## src/tcnv_pkg.sv

```systemverilog
package tcnv_pkg;
  // ---------------------------------------------------------------
  // word layout
  // ---------------------------------------------------------------
  localparam int WORD_BITS = 11;
  localparam int CHK_POS = 0;
  localparam int FINE_LSB = 1;
  localparam int MID_LSB = 6;
  localparam int COARSE_LSB = 9;
  localparam logic [10:0] ERASE_CODE = 11'h001;
  // ---------------------------------------------------------------
  // timing
  // ---------------------------------------------------------------
  localparam int CLK_PERIOD_PS = 4000;
  localparam int HALF_BIT_NS = 4200;
  localparam int HALF_BIT_CYC = (HALF_BIT_NS * 1000) / CLK_PERIOD_PS;
  localparam int PRE_PULSE_NS = 4000;
  localparam int PRE_PULSE_CYC = (PRE_PULSE_NS * 1000 + CLK_PERIOD_PS - 1) / CLK_PERIOD_PS;
  localparam int PULSE_MIN_MS = 40;
  localparam int PULSE_MAX_MS = 80;
  localparam int PULSE_TGT_MS = 60;
  localparam int PULSE_CYC_DEF = (PULSE_TGT_MS * 1000000) / (CLK_PERIOD_PS / 1000);
  localparam int SETTLE_CYC = 64;
  // ---------------------------------------------------------------
  // operations
  // ---------------------------------------------------------------
  typedef enum logic [1:0] {OP_LOAD, OP_PROG_ALL, OP_PROG_BIT, OP_READ} tcnv_op_t;
endpackage

```

## src/tcnv_host.sv

```systemverilog
`timescale 1ns/1ps
module tcnv_host
  import tcnv_pkg::*;
#(
  parameter int PULSE_CYC = PULSE_CYC_DEF
) (
  input wire logic sys_clk,
  input wire logic rst,
  input wire logic cmdValid,
  output logic cmdReady,
  input wire tcnv_op_t cmdOp,
  input wire logic [1:0] cmdCoarse,
  input wire logic [2:0] cmdMiddle,
  input wire logic [4:0] cmdFine,
  input wire logic [3:0] cmdBitSel,
  output logic doneValid,
  output logic [3:0] doneBit,
  output logic doneReadBit,
  output logic linkClk,
  output logic serialDataIn,
  output logic programVoltagePin,
  input wire logic pvSenseIn,
  output logic holdShift
);
  typedef enum logic [2:0] {ST_IDLE, ST_LOW, ST_HIGH, ST_WAIT, ST_PULSE, ST_SETTLE, ST_END} tcnv_state_t;
  tcnv_state_t state_r;
  tcnv_op_t op_r;
  logic [10:0] word_r;
  logic [3:0] bitCnt_r;
  logic [3:0] sel_r;
  logic [31:0] timer_r;
  logic senseMeta_r;
  logic senseSync_r;
  logic doneValid_r;
  logic doneRead_r;
  logic [3:0] doneBit_r;
  logic linkClk_r;
  logic data_r;
  logic pv_r;
  logic holdShift_r;

  // ---------------------------------------------------------------
  // word building
  // ---------------------------------------------------------------
  function automatic logic [10:0] oneZeroAt(input logic [3:0] pos);
    logic [10:0] w;
    w = '1;
    w[pos] = 1'b0;
    return w;
  endfunction

  function automatic logic [10:0] buildWord(input tcnv_op_t op, input logic [1:0] c, input logic [2:0] m,
                                            input logic [4:0] f, input logic [3:0] pos);
    logic [10:0] code;
    code = {c, m, f, 1'b1};
    case (op)
      OP_LOAD: buildWord = code;
      OP_PROG_ALL: buildWord = ~code;
      OP_PROG_BIT: buildWord = oneZeroAt(pos);
      OP_READ: buildWord = oneZeroAt(pos);
      default: buildWord = code;
    endcase
  endfunction

  assign cmdReady = (state_r == ST_IDLE);
  wire logic cmdBitOk = (cmdBitSel < 4'(WORD_BITS));
  wire logic cmdTake = cmdValid && cmdReady && (cmdBitOk || cmdOp == OP_LOAD || cmdOp == OP_PROG_ALL);

  // ---------------------------------------------------------------
  // pin sense synchroniser
  // ---------------------------------------------------------------
  always_ff @(posedge sys_clk or posedge rst) begin
    if (rst) begin
      senseMeta_r <= 1'b0;
      senseSync_r <= 1'b0;
    end else begin
      senseMeta_r <= pvSenseIn;
      senseSync_r <= senseMeta_r;
    end
  end

  // ---------------------------------------------------------------
  // sequencer
  // ---------------------------------------------------------------
  always_ff @(posedge sys_clk or posedge rst) begin
    if (rst) begin
      state_r <= ST_IDLE;
      op_r <= OP_LOAD;
      word_r <= '0;
      bitCnt_r <= '0;
      sel_r <= '0;
      timer_r <= '0;
      linkClk_r <= 1'b0;
      data_r <= 1'b0;
      pv_r <= 1'b0;
      holdShift_r <= 1'b0;
      doneValid_r <= 1'b0;
      doneRead_r <= 1'b0;
      doneBit_r <= '0;
    end else begin
      doneValid_r <= 1'b0;
      case (state_r)
        ST_IDLE: begin
          if (cmdTake) begin
            op_r <= cmdOp;
            sel_r <= cmdBitSel;
            word_r <= buildWord(cmdOp, cmdCoarse, cmdMiddle, cmdFine, cmdBitSel);
            bitCnt_r <= '0;
            timer_r <= 32'(HALF_BIT_CYC - 1);
            linkClk_r <= 1'b0;
            // a held clock from an earlier load is released here, so the hold flag goes too
            holdShift_r <= 1'b0;
            state_r <= ST_LOW;
          end
        end
        ST_LOW: begin
          // data set up while clock is low, so it changes after the falling edge
          if (timer_r == '0) begin
            linkClk_r <= 1'b1;
            timer_r <= 32'(HALF_BIT_CYC - 1);
            state_r <= ST_HIGH;
          end else begin
            data_r <= word_r[0];
            timer_r <= timer_r - 32'd1;
          end
        end
        ST_HIGH: begin
          if (bitCnt_r == 4'(WORD_BITS - 1)) begin
            // no twelfth edge: clock stays high after the last bit
            holdShift_r <= 1'b1;
            timer_r <= (op_r == OP_READ) ? 32'(SETTLE_CYC - 1) : 32'(PRE_PULSE_CYC - 1);
            state_r <= (op_r == OP_LOAD) ? ST_END : ((op_r == OP_READ) ? ST_SETTLE : ST_WAIT);
          end else if (timer_r == '0) begin
            linkClk_r <= 1'b0;
            word_r <= {1'b0, word_r[10:1]};
            bitCnt_r <= bitCnt_r + 4'd1;
            timer_r <= 32'(HALF_BIT_CYC - 1);
            state_r <= ST_LOW;
          end else begin
            timer_r <= timer_r - 32'd1;
          end
        end
        ST_WAIT: begin
          if (timer_r == '0) begin
            pv_r <= 1'b1;
            timer_r <= 32'(PULSE_CYC - 1);
            state_r <= ST_PULSE;
          end else begin
            timer_r <= timer_r - 32'd1;
          end
        end
        ST_PULSE: begin
          if (timer_r == '0) begin
            pv_r <= 1'b0;
            state_r <= ST_END;
          end else begin
            timer_r <= timer_r - 32'd1;
          end
        end
        ST_SETTLE: begin
          // pull-up plus synchroniser need time before the level is trusted
          if (timer_r == '0) begin
            doneRead_r <= (sel_r == 4'(CHK_POS)) ? 1'b1 : senseSync_r;
            state_r <= ST_END;
          end else begin
            timer_r <= timer_r - 32'd1;
          end
        end
        ST_END: begin
          // a load keeps the clock high so the shifted code stays in force
          if (op_r != OP_LOAD) begin
            linkClk_r <= 1'b0;
            holdShift_r <= 1'b0;
          end
          doneValid_r <= 1'b1;
          doneBit_r <= sel_r;
          state_r <= ST_IDLE;
        end
        default: state_r <= ST_IDLE;
      endcase
    end
  end

  assign linkClk = linkClk_r;
  assign serialDataIn = data_r;
  assign programVoltagePin = pv_r;
  assign holdShift = holdShift_r;
  assign doneValid = doneValid_r;
  assign doneBit = doneBit_r;
  assign doneReadBit = doneRead_r;

  // ---------------------------------------------------------------
  // guard counters
  // ---------------------------------------------------------------
  // counted apart from the sequencer so the checks do not mirror its own counters
  logic linkClkPrev_r;
  logic [3:0] riseCnt_r;
  logic [31:0] pulseCnt_r;
  logic [31:0] gapCnt_r;
  wire logic linkRise = linkClk_r && !linkClkPrev_r;

  always_ff @(posedge sys_clk or posedge rst) begin
    if (rst) begin
      linkClkPrev_r <= 1'b0;
    end else begin
      linkClkPrev_r <= linkClk_r;
    end
  end

  // rising clock edges since the command was taken
  always_ff @(posedge sys_clk or posedge rst) begin
    if (rst) begin
      riseCnt_r <= '0;
    end else if (cmdTake) begin
      riseCnt_r <= '0;
    end else if (linkRise) begin
      riseCnt_r <= riseCnt_r + 4'd1;
    end
  end

  // cycles the programming pulse has stood
  always_ff @(posedge sys_clk or posedge rst) begin
    if (rst) begin
      pulseCnt_r <= '0;
    end else if (pv_r) begin
      pulseCnt_r <= pulseCnt_r + 32'd1;
    end else begin
      pulseCnt_r <= '0;
    end
  end

  // cycles since the last clock rise; conservative by one cycle
  always_ff @(posedge sys_clk or posedge rst) begin
    if (rst) begin
      gapCnt_r <= '0;
    end else if (linkRise) begin
      gapCnt_r <= '0;
    end else begin
      gapCnt_r <= gapCnt_r + 32'd1;
    end
  end

  // ---------------------------------------------------------------
  // checks
  // ---------------------------------------------------------------
  pulse_clk_high_a: assert property (@(posedge sys_clk) disable iff (rst) pv_r |-> linkClk_r)
    else $error("program pulse without clock high");
  pulse_start_wait_a: assert property (@(posedge sys_clk) disable iff (rst)
    $rose(pv_r) |-> $past(state_r) == ST_WAIT)
    else $error("program pulse not after wait");
  no_extra_edge_a: assert property (@(posedge sys_clk) disable iff (rst)
    $rose(linkClk_r) |-> bitCnt_r < 4'(WORD_BITS))
    else $error("too many clock edges");
  data_stable_high_a: assert property (@(posedge sys_clk) disable iff (rst)
    linkClk_r && $past(linkClk_r) |-> $stable(data_r))
    else $error("data changed with clock high");
  pulse_low_idle_a: assert property (@(posedge sys_clk) disable iff (rst)
    state_r == ST_IDLE |-> !pv_r)
    else $error("pulse left on");
  edge_count_a: assert property (@(posedge sys_clk) disable iff (rst)
    riseCnt_r <= 4'(WORD_BITS))
    else $error("more than eleven clock rises");
  edge_total_a: assert property (@(posedge sys_clk) disable iff (rst)
    state_r == ST_END |-> riseCnt_r == 4'(WORD_BITS))
    else $error("transfer ended without eleven rises");
  pulse_width_a: assert property (@(posedge sys_clk) disable iff (rst)
    $fell(pv_r) |-> pulseCnt_r == 32'(PULSE_CYC))
    else $error("program pulse width wrong");
  pre_gap_a: assert property (@(posedge sys_clk) disable iff (rst)
    $rose(pv_r) |-> gapCnt_r >= 32'(PRE_PULSE_CYC))
    else $error("program pulse too soon after last rise");
  hold_clk_high_a: assert property (@(posedge sys_clk) disable iff (rst)
    holdShift_r |-> linkClk_r)
    else $error("hold flag with clock low");
endmodule

```

## config.mk

```make
export PLATFORM = sky130hd
export DESIGN_NAME = tcnv_host
export DESIGN_NICKNAME = d
export VERILOG_FILES = /design/src/tcnv_pkg.sv /design/src/tcnv_host.sv
export SDC_FILE = /design/constraint.sdc
export NUM_CORES = 1
export LEC_CHECK = 0
export BUFFER_PORTS_ARGS = -buffer_cell sky130_fd_sc_hd__buf_2
export CORE_ASPECT_RATIO = 0.9
export CORE_MARGIN = 4
export CORE_UTILIZATION = 61
export CTS_CLUSTER_SIZE = 10
export DETAILED_ROUTE_END_ITERATION = 10
export PLACE_DENSITY = 0.81
export SETUP_SLACK_MARGIN = 0.5
export SLEW_MARGIN = 20
export SYNTH_ARGS = -nofsm -noshare
export SYNTH_HDL_FRONTEND = slang
export SYNTH_SLANG_ARGS = --single-unit
```

## constraint.sdc

```tcl
create_clock -name sys_clk -period 3.6 [get_ports sys_clk]
set_clock_uncertainty 0.1 [all_clocks]
set_input_delay 0 -clock sys_clk [delete_from_list [all_inputs] [get_ports sys_clk]]
set_output_delay 0 -clock sys_clk [all_outputs]
set_load 0.01 [all_outputs]
```

==> summary.txt, run 1 <==
Synth
  – Synth Cell Area: 4130 sq um
  – Synth warnings: 0
  – EDFF count, synth: 0
  – Flops & latches, synth: 68
  – Synth unique cells: 61
  – Syn_nets: 503
  – Mapped Cells: 476
  – Most used DFF post-synth: dfrtp_1
  – Post-synthesis sequential area ratio: 41.2%
  – Avg Cell Area, Syn: approximately 8.7 sq um
  – Share of flip-flops with an asynchronous set or reset: 100%

Final layout
  – Fin nets: between 500 and 600
  – Synthesis-to-finish area growth: 14.2%
  – ANT cells: 0
  – Fill count: 530
  – Most frequent cells in the layout: dfrtp_1 (68), nor2_1 (51), a21oi_1 (40), nand2_1 (39), buf_2 (30)
  – Non-filler cells, final: between 600 and 700
  – Share of cells above drive strength 1: 16.7%
  – Finished Cell Area: approximately 4700 sq um
  – Leading cell type in the layout, fill and taps excluded: dfrtp_1
  – Finished Core Util: 71.6%

Global route
  – Gr usage total: 29.2%
  – Number of global-route vias before repair: 3830
  – Initial antenna violation count: 0
  – Largest net degree at the start of global routing: 52
  – First-pass GRT wire length: 18.6 mm
  – GR Overflow Total: 0

Clock network
  – CTS buffer count: 9
  – Clock-pin slew on the worst setup and hold paths: 80 ps
  – Sinks on Clock Net: 68
  – Clock buffer depth: 2
  – Root Buffer: clkbuf_8
  – CTS tree: done
  – H-tree depth: 3
  – Clk_lat worst skew: 350 ps

Drt
  – Number of iterations in the first detailed-routing pass: 5
  – Via count: 4031
  – Vias/cell: 6.66
  – DRC viols: 0
  – Routed Antenna Nets: 0
  – Initial detailed-routing violation count: 496
  – DR WL/cell: 18.5 um
  – DRT Wirelength: 11.2 mm

Timing
  – Fin crit share: 82.1%
  – Slew @ Worst Pin: 867 ps
  – Normalized max-slew margin: between 40% and 50%
  – Crit path time final: ~3000 ps
  – # setup viols final: 0
  – Fin worst setup slack: 646 ps
  – Final Hold Viols: 0
  – RSZ-0062 raised after global routing: false
  – Setup TNS: 0 ps
  – Hold Slack: 45.0 ps
  – Max Clk Rate: between 0.3 and 0.4 GHz
  – Pins Over Slew Limit: 0

Outcome
  – Outcome: finished clean

Power and ir drop
  – Power Density: approximately 330 nW/um^2
  – Tot Pwr: around 1.6 mW
  – VDD IR max: 0.000338 V
  – Leakage: 2.01 nW

Floorplanning
  – Ports: 31
  – Die ar.: 8160 sq um
  – Initial Utilization: ~63%
  – Die H: 86.1 um
  – Chip width: 94.8 um
  – Core ar.: 6590 sq um
  – Cell row count: 28

Setup path
  – CP max FO: 5
  – Crit. End Element: flop
  – Worst Path Arrival: 3090 ps
  – WP data required: 3740 ps
  – Critical path launch point type: flop
  – Critical path class: flop to flop

Placed design
  – Post-placement cell area: 4380 sq um
  – Port buffer count: 30
  – DP Cell Count: 580
  – Placement Setup Slack: around 470 ps
  – Final HPWL DP: 7.57 mm
  – Final Wtd Congestion: 0.932

Run
  – Max-cap violations: 0

Worst hold path
  – Min-Delay Path Class: primary input to flop
[flip-flops by register name, summed over array words and instances, names as in the netlist, 2 cells and up]
| name | flops |
|---|---|
| word_r | 11 |
| timer_r | 32 |
| sel_r | 4 |
| state_r | 3 |
| doneBit | 4 |
| bitCnt_r | 4 |
| op_r | 2 |
[power by group]
part | total, mW | internal, mW | switching [mW]
clock | 0.709 | 0.395 | 0.315
combinational | 0.0889 | 0.0343 | 0.0547
sequential | 0.780 | 0.774 | 0.00601
[final cells by class]
class,instances,area (sq um),area share [%]
Sequential cell,68,1700,36.1
Timing Repair Buffer,50,318,6.74
Multi-Input combinational cell,367,2310,48.9
Inverter,14,53.8,1.14
Clock buffer,9,124,2.63
Clock inverter,7,100,2.12
Tap cell,90,113,2.39
[logic make-up after synthesis]
group | synth area share [%]
xor+xnor | 2.54
flops | 41.2
buf+inv | 3.84
simple gates | 23.5
compound gates | 23.6
mux | 3.00
fa+ha+maj | 2.36
[Yosys cell counts (11+ instances only)]
| cell | number | area [sq um] |
|---|---|---|
| nand3_1 | 14 | 70.1 |
| a21oi_1 | 40 | 200 |
| nor4_1 | 14 | 87.6 |
| nor3_1 | 14 | 70.1 |
| nand2_1 | 40 | 150 |
| clkbuf_1 | 21 | 78.8 |
| inv_1 | 14 | 52.6 |
| a31oi_1 | 17 | 106 |
| o21ai_0 | 29 | 145 |
| nor2_1 | 51 | 191 |
| dfrtp_1 | 68 | 1700 |
| xor2_1 | 11 | 96.3 |
[final timing paths]
| check | startpoint | endpoint | slack, ps | cells past startpoint |
|---|---|---|---|---|
| min in group asynchronous | rst | op_r[0] | 240 | 3 |
| max in group asynchronous | rst | timer_r[19] | 2380 | 4 |
| max | timer_r[12] | timer_r[4] | 650 | 6 |
| min | cmdValid | bitCnt_r[3] | 40 | 3 |
| min reg2reg | senseMeta_r | senseSync_r | 250 | 0 |
| max reg2reg | timer_r[12] | timer_r[4] | 650 | 6 |
[critical path: stages (launching register included)]
cell       delay (ps)
dfrtp_1           420
or4_4             590
or4_4             570
nor4_2            480
a2bb2oi_1         300
o21ai_1           120
a221oi_1          280
[per-layer routing]
metal,GRT usage (%),share of wire (%),vias to the layer above
met3,7.98,8.3,34
met1,41.5,43,1933
met4,12.3,2.5,0
met2,42.1,46,201
met5,0.641,0,-
li1,-,-,1863
[repair_timing]
action | 4_1_cts | 5_1_grt
hold buffers | 7 | 0
buffers inserted | 0 | 2
endpoints found under the hold margin | 56 | 0
pin swaps | 0 | 1
resized for setup | 1 | 5
endpoints found under the setup margin | 1 | 17
Note: power is estimated with default switching activity, not from simulation.
==> run 2, diff against run 1 <==
ABC_AREA = 1   (was not set)
PLACE_DENSITY = 0.8   (was 0.81)
clock period = 2.9 ns   (was 3.6 ns; I/O delays follow)
==> summary.txt, run 2 <==
Power and ir drop
  – Logic pwr share: 51.5% (+46 points)
  – Flop pwr share: 31.4% (-18 points)
  – Switching share of total power: 48.4% (+25 points)
  – VDD IR max: 0.000602 V (+78%)
  – Tot Pwr: 4.66 mW (+200%)
  – Clock power frac: 17.2% (-28 points)
  – Psw: 2.25 mW (+500%)
  – Power Density: 930 nW/um^2 (+180%)
  – Leakage: 2.57 nW (+28%)
  – Int Pwr: 2.41 mW (+100%)

Clock network
  – Clock-pin slew on the worst setup and hold paths: 70 ps (about the same)
  – Post-CTS Setup Repair Bufs: 0 (unchanged)
  – H-tree depth: 3 (unchanged)
  – Clk_lat worst skew: 360 ps (about the same)
  – CTS buffer count: 9 (unchanged)
  – CTS tree: done
  – Clock buffer depth: 2 (unchanged)
  – Root Buffer: clkbuf_8
  – Sinks on Clock Net: 68 (unchanged)

Drt
  – Initial detailed-routing violation count: 275 (-45%)
  – Routed Antenna Nets: 0 (unchanged)
  – DRC viols: 0 (unchanged)
  – DRT Wirelength: 11.1 mm (-0.57%)
  – Number of iterations in the first detailed-routing pass: 8 (+3)
  – Vias/cell: 5.54 (-17%)
  – DR WL/cell: 14.4 um (-22%)
  – Via count: 4286 (+6.3%)

Floorplanning
  – Die ar.: 8770 sq um (+7.5%)
  – Cell row count: 29 (+3.6%)
  – Ports: 31 (unchanged)
  – Chip width: 98.3 um (+3.7%)
  – Core ar.: 7080 sq um (+7.4%)
  – Initial Utilization: 63.2% (+0.49 points)
  – Die H: 89.3 um (+3.7%)

Placed design
  – Port buffer count: 30 (unchanged)
  – Final HPWL DP: 8.25 mm (+9.0%)
  – Final Wtd Congestion: 0.986 (+5.7%)
  – Placement Setup Slack: 576 ps (+109 ps)

Setup path
  – Cell mode on critical path: nor2_1
  – Worst-path cell chain: inv_1, ha_1, nand2_1, nor2_2, nand4_1, nand3b_1, nor2_1, nand2_1, nor2_1, nor2_1
  – WP data required: 3060 ps (-680 ps)
  – Max stage delay on crit path: 400 ps (-190 ps)
  – Crit. End Element: flop
  – Critical path class: flop to flop
  – Critical path launch point type: flop
  – Worst Path Arrival: 2390 ps (-700 ps)
  – Critical-path top delay cell: dfrtp_1
  – Worst R2R Path Depth: 10 (+4)
  – CP max FO: 5 (unchanged)

Final layout
  – Leading cell type in the layout, fill and taps excluded: nand2_1
  – Regs by FF count: timer_r x32, word_r x11
  – ANT cells: 0 (unchanged)
  – Reg with most FFs: timer_r
  – Largest register FFs: 32 (unchanged)
  – Fin nets: 702 (+31%)
  – Most frequent cells in the layout: nand2_1 (147), nor2_1 (103), inv_1 (78), dfrtp_1 (67), o21ai_0 (35)
  – Fill count: 594 (+12%)
  – Share of cells above drive strength 1: 15.0% (-1.7 points)
  – Synthesis-to-finish area growth: 12.0%

Run
  – Max-cap violations: 0 (unchanged)

Synth
  – Synth warnings: 0 (unchanged)
  – Avg Cell Area, Syn: 7.10 sq um (-18%)
  – Mapped Cells: 630 (+32%)
  – Synth Cell Area: 4470 sq um (+8.3%)
  – EDFF count, synth: 0 (unchanged)
  – Biggest area consumer among synthesized cells: dfrtp_1
  – Post-synth top area share: 38.0% (-3.1 points)
  – Post-synthesis sequential area ratio: 38.0% (-3.1 points)
  – Most used DFF post-synth: dfrtp_1
  – Synth top area cells: dfrtp_1 (38%), nand2_1 (12%), nor2_1 (8.9%), inv_1 (6.6%), o21ai_0 (3.9%)
  – Synth unique cells: 36 (-41%)
  – Syn_nets: 657 (+31%)
  – Share of flip-flops with an asynchronous set or reset: 100% (unchanged)
  – Synth cell count leaders: nand2_1 (147), nor2_1 (106), inv_1 (79)
  – Top-count cell post-synth: nand2_1
  – Flops & latches, synth: 68 (unchanged)

Global route
  – First-pass GRT wire length: 19.1 mm (+2.7%)
  – Gr usage total: 27.1% (-2.1 points)
  – Largest net degree at the start of global routing: 26 (-50%)
  – GR Overflow Total: 0 (unchanged)
  – Initial antenna violation count: 0 (unchanged)
  – Number of global-route vias before repair: 4224 (+10%)

Timing
  – Max Clk Rate: 0.447 GHz (+32%)
  – # setup viols final: 0 (unchanged)
  – Normalized max-slew margin: 63.1% (+21 points)
  – Setup TNS: 0 ps (unchanged)
  – Fin crit share: 77.1% (-4.9 points)
  – Slew @ Worst Pin: 553 ps (-314 ps)
  – Final Hold Viols: 0 (unchanged)
  – Pins Over Slew Limit: 0 (unchanged)
  – RSZ-0062 raised after global routing: true
  – Fin worst setup slack: 663 ps (+16.6 ps)
  – Crit path time final: 2240 ps (-717 ps)

Outcome
  – Outcome: finished clean

Worst hold path
  – Worst Hold Path Cells: 4 (+1)
  – Min-Delay Path Class: primary input to flop
[run 2: changes by cell type after synthesis, moves of 17 or more]
cell	before	now
nand2_1	40	147
inv_1	14	79
nor2_1	51	106
a21oi_1	40	21
nor2_2	0	18
clkbuf_1	21	4
[run 2: final timing paths]
path	from	endpoint	slack (ps)
max	timer_r[0]	timer_r[30]	660
min	cmdCoarse[0]	word_r[9]	10
min in group asynchronous	rst	timer_r[22]	130
min reg2reg	senseMeta_r	senseSync_r	260
max in group asynchronous	rst	state_r[2]	1850
max reg2reg	timer_r[0]	timer_r[30]	660
[run 2: logic make-up after synthesis]
kind of cell	count (synthesis)	share of synthesized area, %
mux	1	0.335
xor+xnor	21	4.11
fa+ha+maj	7	1.96
compound gates	94	12.4
buf+inv	95	9.06
flops	68	38.0
simple gates	344	34.1
[run 2: per-layer routing]
layer,up-vias,wire [um],track usage (%)
li1,2106,-,-
met1,2011,4680,32.1
met2,131,5530,48.4
met3,38,550,5.93
met4,0,358,11.7
met5,-,0,0
[run 2: through the flow]
stage / hold WS, ps / util [%] / std cells / cell area (sq um)
finish: 10.9 / 70.8 / 773 / 5010
detailed placement: -18.9 / 66.2 / 745 / 4680
global route: 49.9 / 70.8 / 773 / 5010
floorplan: -68.6 / - / 630 / 4470
CTS: 15.4 / 70.5 / 772 / 4990
global placement: -27.5 / 66.2 / 745 / 4680
[run 2: area by class of cell]
type / instances / area, sq um / share of cell area (%)
tap: 93 / 116 / 2.32
multi-input combinational: 468 / 2390 / 47.7
clock inverter: 7 / 75.1 / 1.50
sequential: 68 / 1700 / 34.0
clock buffer: 9 / 124 / 2.47
inverter: 82 / 308 / 6.14
timing repair buffer: 46 / 298 / 5.94
[run 2: timing repair]
| action | CTS | global route |
|---|---|---|
| gates resized for setup | 0 | 5 |
| setup endpoints to repair | 0 | 25 |
| endpoints found under the hold margin | 34 | 0 |
| hold buffers | 11 | 0 |
[run 2: power by group through the flow]
stage	clock, mW	combinational [mW]	sequential, mW
floorplan	0	1.85	1.43
global placement	0	2.27	1.46
detailed placement	0	2.33	1.47
CTS	0.805	2.35	1.45
global route	0.856	2.72	1.49
finish	0.800	2.40	1.46
[run 2: critical path, delay by kind of cell (launching register included)]
kind / cells / cell delay [ps]
fa+ha+maj: 1 / 250
buf+inv: 1 / 140
flops: 1 / 400
simple gates: 8 / 1250
==> run 3, diff against run 2 <==
clock period = 2.2 ns   (was 2.9 ns; I/O delays follow)
==> summary.txt, run 3 (same netlist as run 2, synthesis figures left out) <==
Placed design
  – Port buffer count: 30 (unchanged)
  – Post-placement cell area: 4950 sq um (+5.7%)
  – Final HPWL DP: 8.48 mm (+2.8%)
  – DP Cell Count: 769 (+3.2%)
  – Final Wtd Congestion: 0.972 (-1.3%)

Clock network
  – CTS tree: done
  – Clk_lat worst skew: 370 ps (about the same)
  – CTS buffer count: 9 (unchanged)
  – Sinks on Clock Net: 68 (unchanged)
  – Clock buffer depth: 2 (unchanged)
  – Root Buffer: clkbuf_8
  – H-tree depth: 3 (unchanged)
  – Clock-pin slew on the worst setup and hold paths: 80 ps (about the same)

Setup path
  – Critical path launch point type: flop
  – CP max FO: 6 (+1)
  – FF-to-FF Start: timer_r[5]
  – Worst Path Buf+Inv: 1 (unchanged)
  – Critical path class: flop to flop
  – WP data required: 2390 ps (-670 ps)
  – Worst R2R Path Depth: 11 (+1)
  – R2r endpoint: timer_r[9]
  – Worst-path cell chain: nor2_4, nand2_2, nor2_2, nand2_2, nor2_8, buf_6, a21oi_2, nand2_1, a21oi_1, nand2_1, nand2_1
  – Critical-path top delay cell: dfrtp_1
  – R2R Setup Slk: -310 ps (-970 ps)
  – Max stage delay on crit path: 470 ps (+70 ps)
  – Cell mode on critical path: nand2_1
  – Crit. End Element: flop
  – Top cell family by delay on the critical path: simple AND/OR/NAND/NOR gates
  – Worst Path Arrival: 2710 ps (+320 ps)

Timing
  – Max Clk Rate: 0.398 GHz (-11%)
  – Hold Slack: 12.9 ps (+2.03 ps)
  – # setup viols final: 2 (+2)
  – Slew @ Worst Pin: 648 ps (+95.2 ps)
  – Final Hold Viols: 0 (unchanged)
  – Pins Over Slew Limit: 0 (unchanged)
  – Fin crit share: 114% (+37 points)
  – RSZ-0062 raised after global routing: true
  – Normalized max-slew margin: 56.4% (-6.7 points)
  – Fin worst setup slack: -312 ps (-975 ps)
  – Crit path time final: 2510 ps (+275 ps)

Global route
  – GR Overflow Total: 0 (unchanged)
  – Initial antenna violation count: 0 (unchanged)
  – First-pass GRT wire length: 23.3 mm (+22%)
  – Number of global-route vias before repair: 4918 (+16%)
  – Gr usage total: 33.8% (+6.7 points)
  – Largest net degree at the start of global routing: 42 (+62%)

Final layout
  – Fill count: 332 (-44%)
  – Synthesis-to-finish area growth: 39.9%
  – Leading cell type in the layout, fill and taps excluded: nand2_1
  – Largest register FFs: 32 (unchanged)
  – Regs by FF count: timer_r x32, word_r x11
  – Multi-input combinational cell area: 2870 sq um (+20%)
  – ANT cells: 0 (unchanged)
  – Finished Cell Area: 6260 sq um (+25%)
  – Fin nets: 784 (+12%)
  – Reg with most FFs: timer_r
  – Most frequent cells in the layout: nand2_1 (135), nor2_1 (81), inv_1 (71), dfrtp_1 (63), buf_4 (56)
  – Share of cells above drive strength 1: 32.5% (+18 points)
  – Storage cell area: 1710 sq um (+0.29%)
  – Non-filler cells, final: 855 (+11%)

Floorplanning
  – Cell row count: 29 (unchanged)
  – Die ar.: 8770 sq um (unchanged)
  – Ports: 31 (unchanged)
  – Initial Utilization: 63.2% (unchanged)
  – Core ar.: 7080 sq um (unchanged)
  – Die H: 89.3 um (unchanged)
  – Chip width: 98.3 um (unchanged)

Power and ir drop
  – VDD IR max: 0.000837 V (+39%)
  – Power Density: 1360 nW/um^2 (+47%)
  – Leakage: 3.12 nW (+22%)
  – Tot Pwr: 8.54 mW (+83%)

Drt
  – Routed Antenna Nets: 0 (unchanged)
  – DR WL/cell: 21.2 um (+48%)
  – Via count: 5520 (+29%)
  – Number of iterations in the first detailed-routing pass: 6 (-2)
  – Initial detailed-routing violation count: 748 (+170%)
  – DRT Wirelength: 18.2 mm (+63%)
  – Vias/cell: 6.46 (+16%)
  – DRC viols: 0 (unchanged)

Worst hold path
  – Worst Hold Path Cells: 4 (unchanged)
  – Min-Delay Path Class: primary input to flop
  – Hold wc startpoint: cmdMiddle[2]
  – Hold EP: word_r[8]

Outcome
  – Failing checks: setup timing
  – Outcome: finished with violations

Run
  – Max-cap violations: 0 (unchanged)
## run 3: through the flow
stage / utilization (%) / setup TNS, ps / setup WS [ps]
6_report: 88.5 / -367 / -312
5_1_grt: 88.5 / -567 / -284
4_1_cts: 83.3 / 0 / 277
3_5_place_dp: 69.9 / -45.1 / -15.9
3_3_place_gp: 69.9 / 0 / 47.9
2_1_floorplan: - / 0 / 431
## run 3: area by class of cell
class | instances | share of cell area, %
multi-input combinational | 471 | 45.9
inverter | 82 | 5.14
timing repair buffer | 124 | 16.1
clock buffer | 10 | 2.20
sequential | 68 | 27.3
timing repair inverter | 1 | 0.140
tap | 93 | 1.86
clock inverter | 6 | 1.40
## run 3: what timing repair did
item | CTS | global route
setup buffers | 39 | 12
hold endpoints to repair | 40 | 0
pin swaps | 21 | 33
setup endpoints to repair | 55 | 56
hold buffers | 13 | 0
resized for setup | 74 | 63
gates cloned | 4 | 2
## run 3: worst max-delay path by stage
stage	startpoint	endpoint	slack [ps]	depth (start not counted)
2_1_floorplan	timer_r[0]	serialDataIn	430	9
3_3_place_gp	timer_r[0]	timer_r[29]	50	10
3_5_place_dp	timer_r[1]	timer_r[26]	-20	10
4_1_cts	timer_r[18]	timer_r[28]	280	11
5_1_grt	timer_r[0]	timer_r[9]	-280	12
6_report	timer_r[5]	timer_r[9]	-310	11
## run 3: metal layers
layer	up-vias	global-route usage [%]	routed length (um)
met5	-	0	0
met4	0	21.7	1630
met3	203	7.96	2110
met2	530	60.3	8430
met1	2512	36.7	5980
li1	2275	-	-
## run 3: worst register-to-register path, delay by kind of cell (launching register included)
| family | cells | cell delay [ps] |
|---|---|---|
| flops | 1 | 470 |
| buf+inv | 1 | 130 |
| compound gates | 2 | 710 |
| simple gates | 8 | 1060 |
## run 3: where the power goes
part           internal (mW)  leakage [nW]  switching (mW)
sequential              1.62         0.858           0.300
clock                  0.669         0.116           0.544
combinational           1.94          2.15            3.47
total                   4.23          3.12            4.31
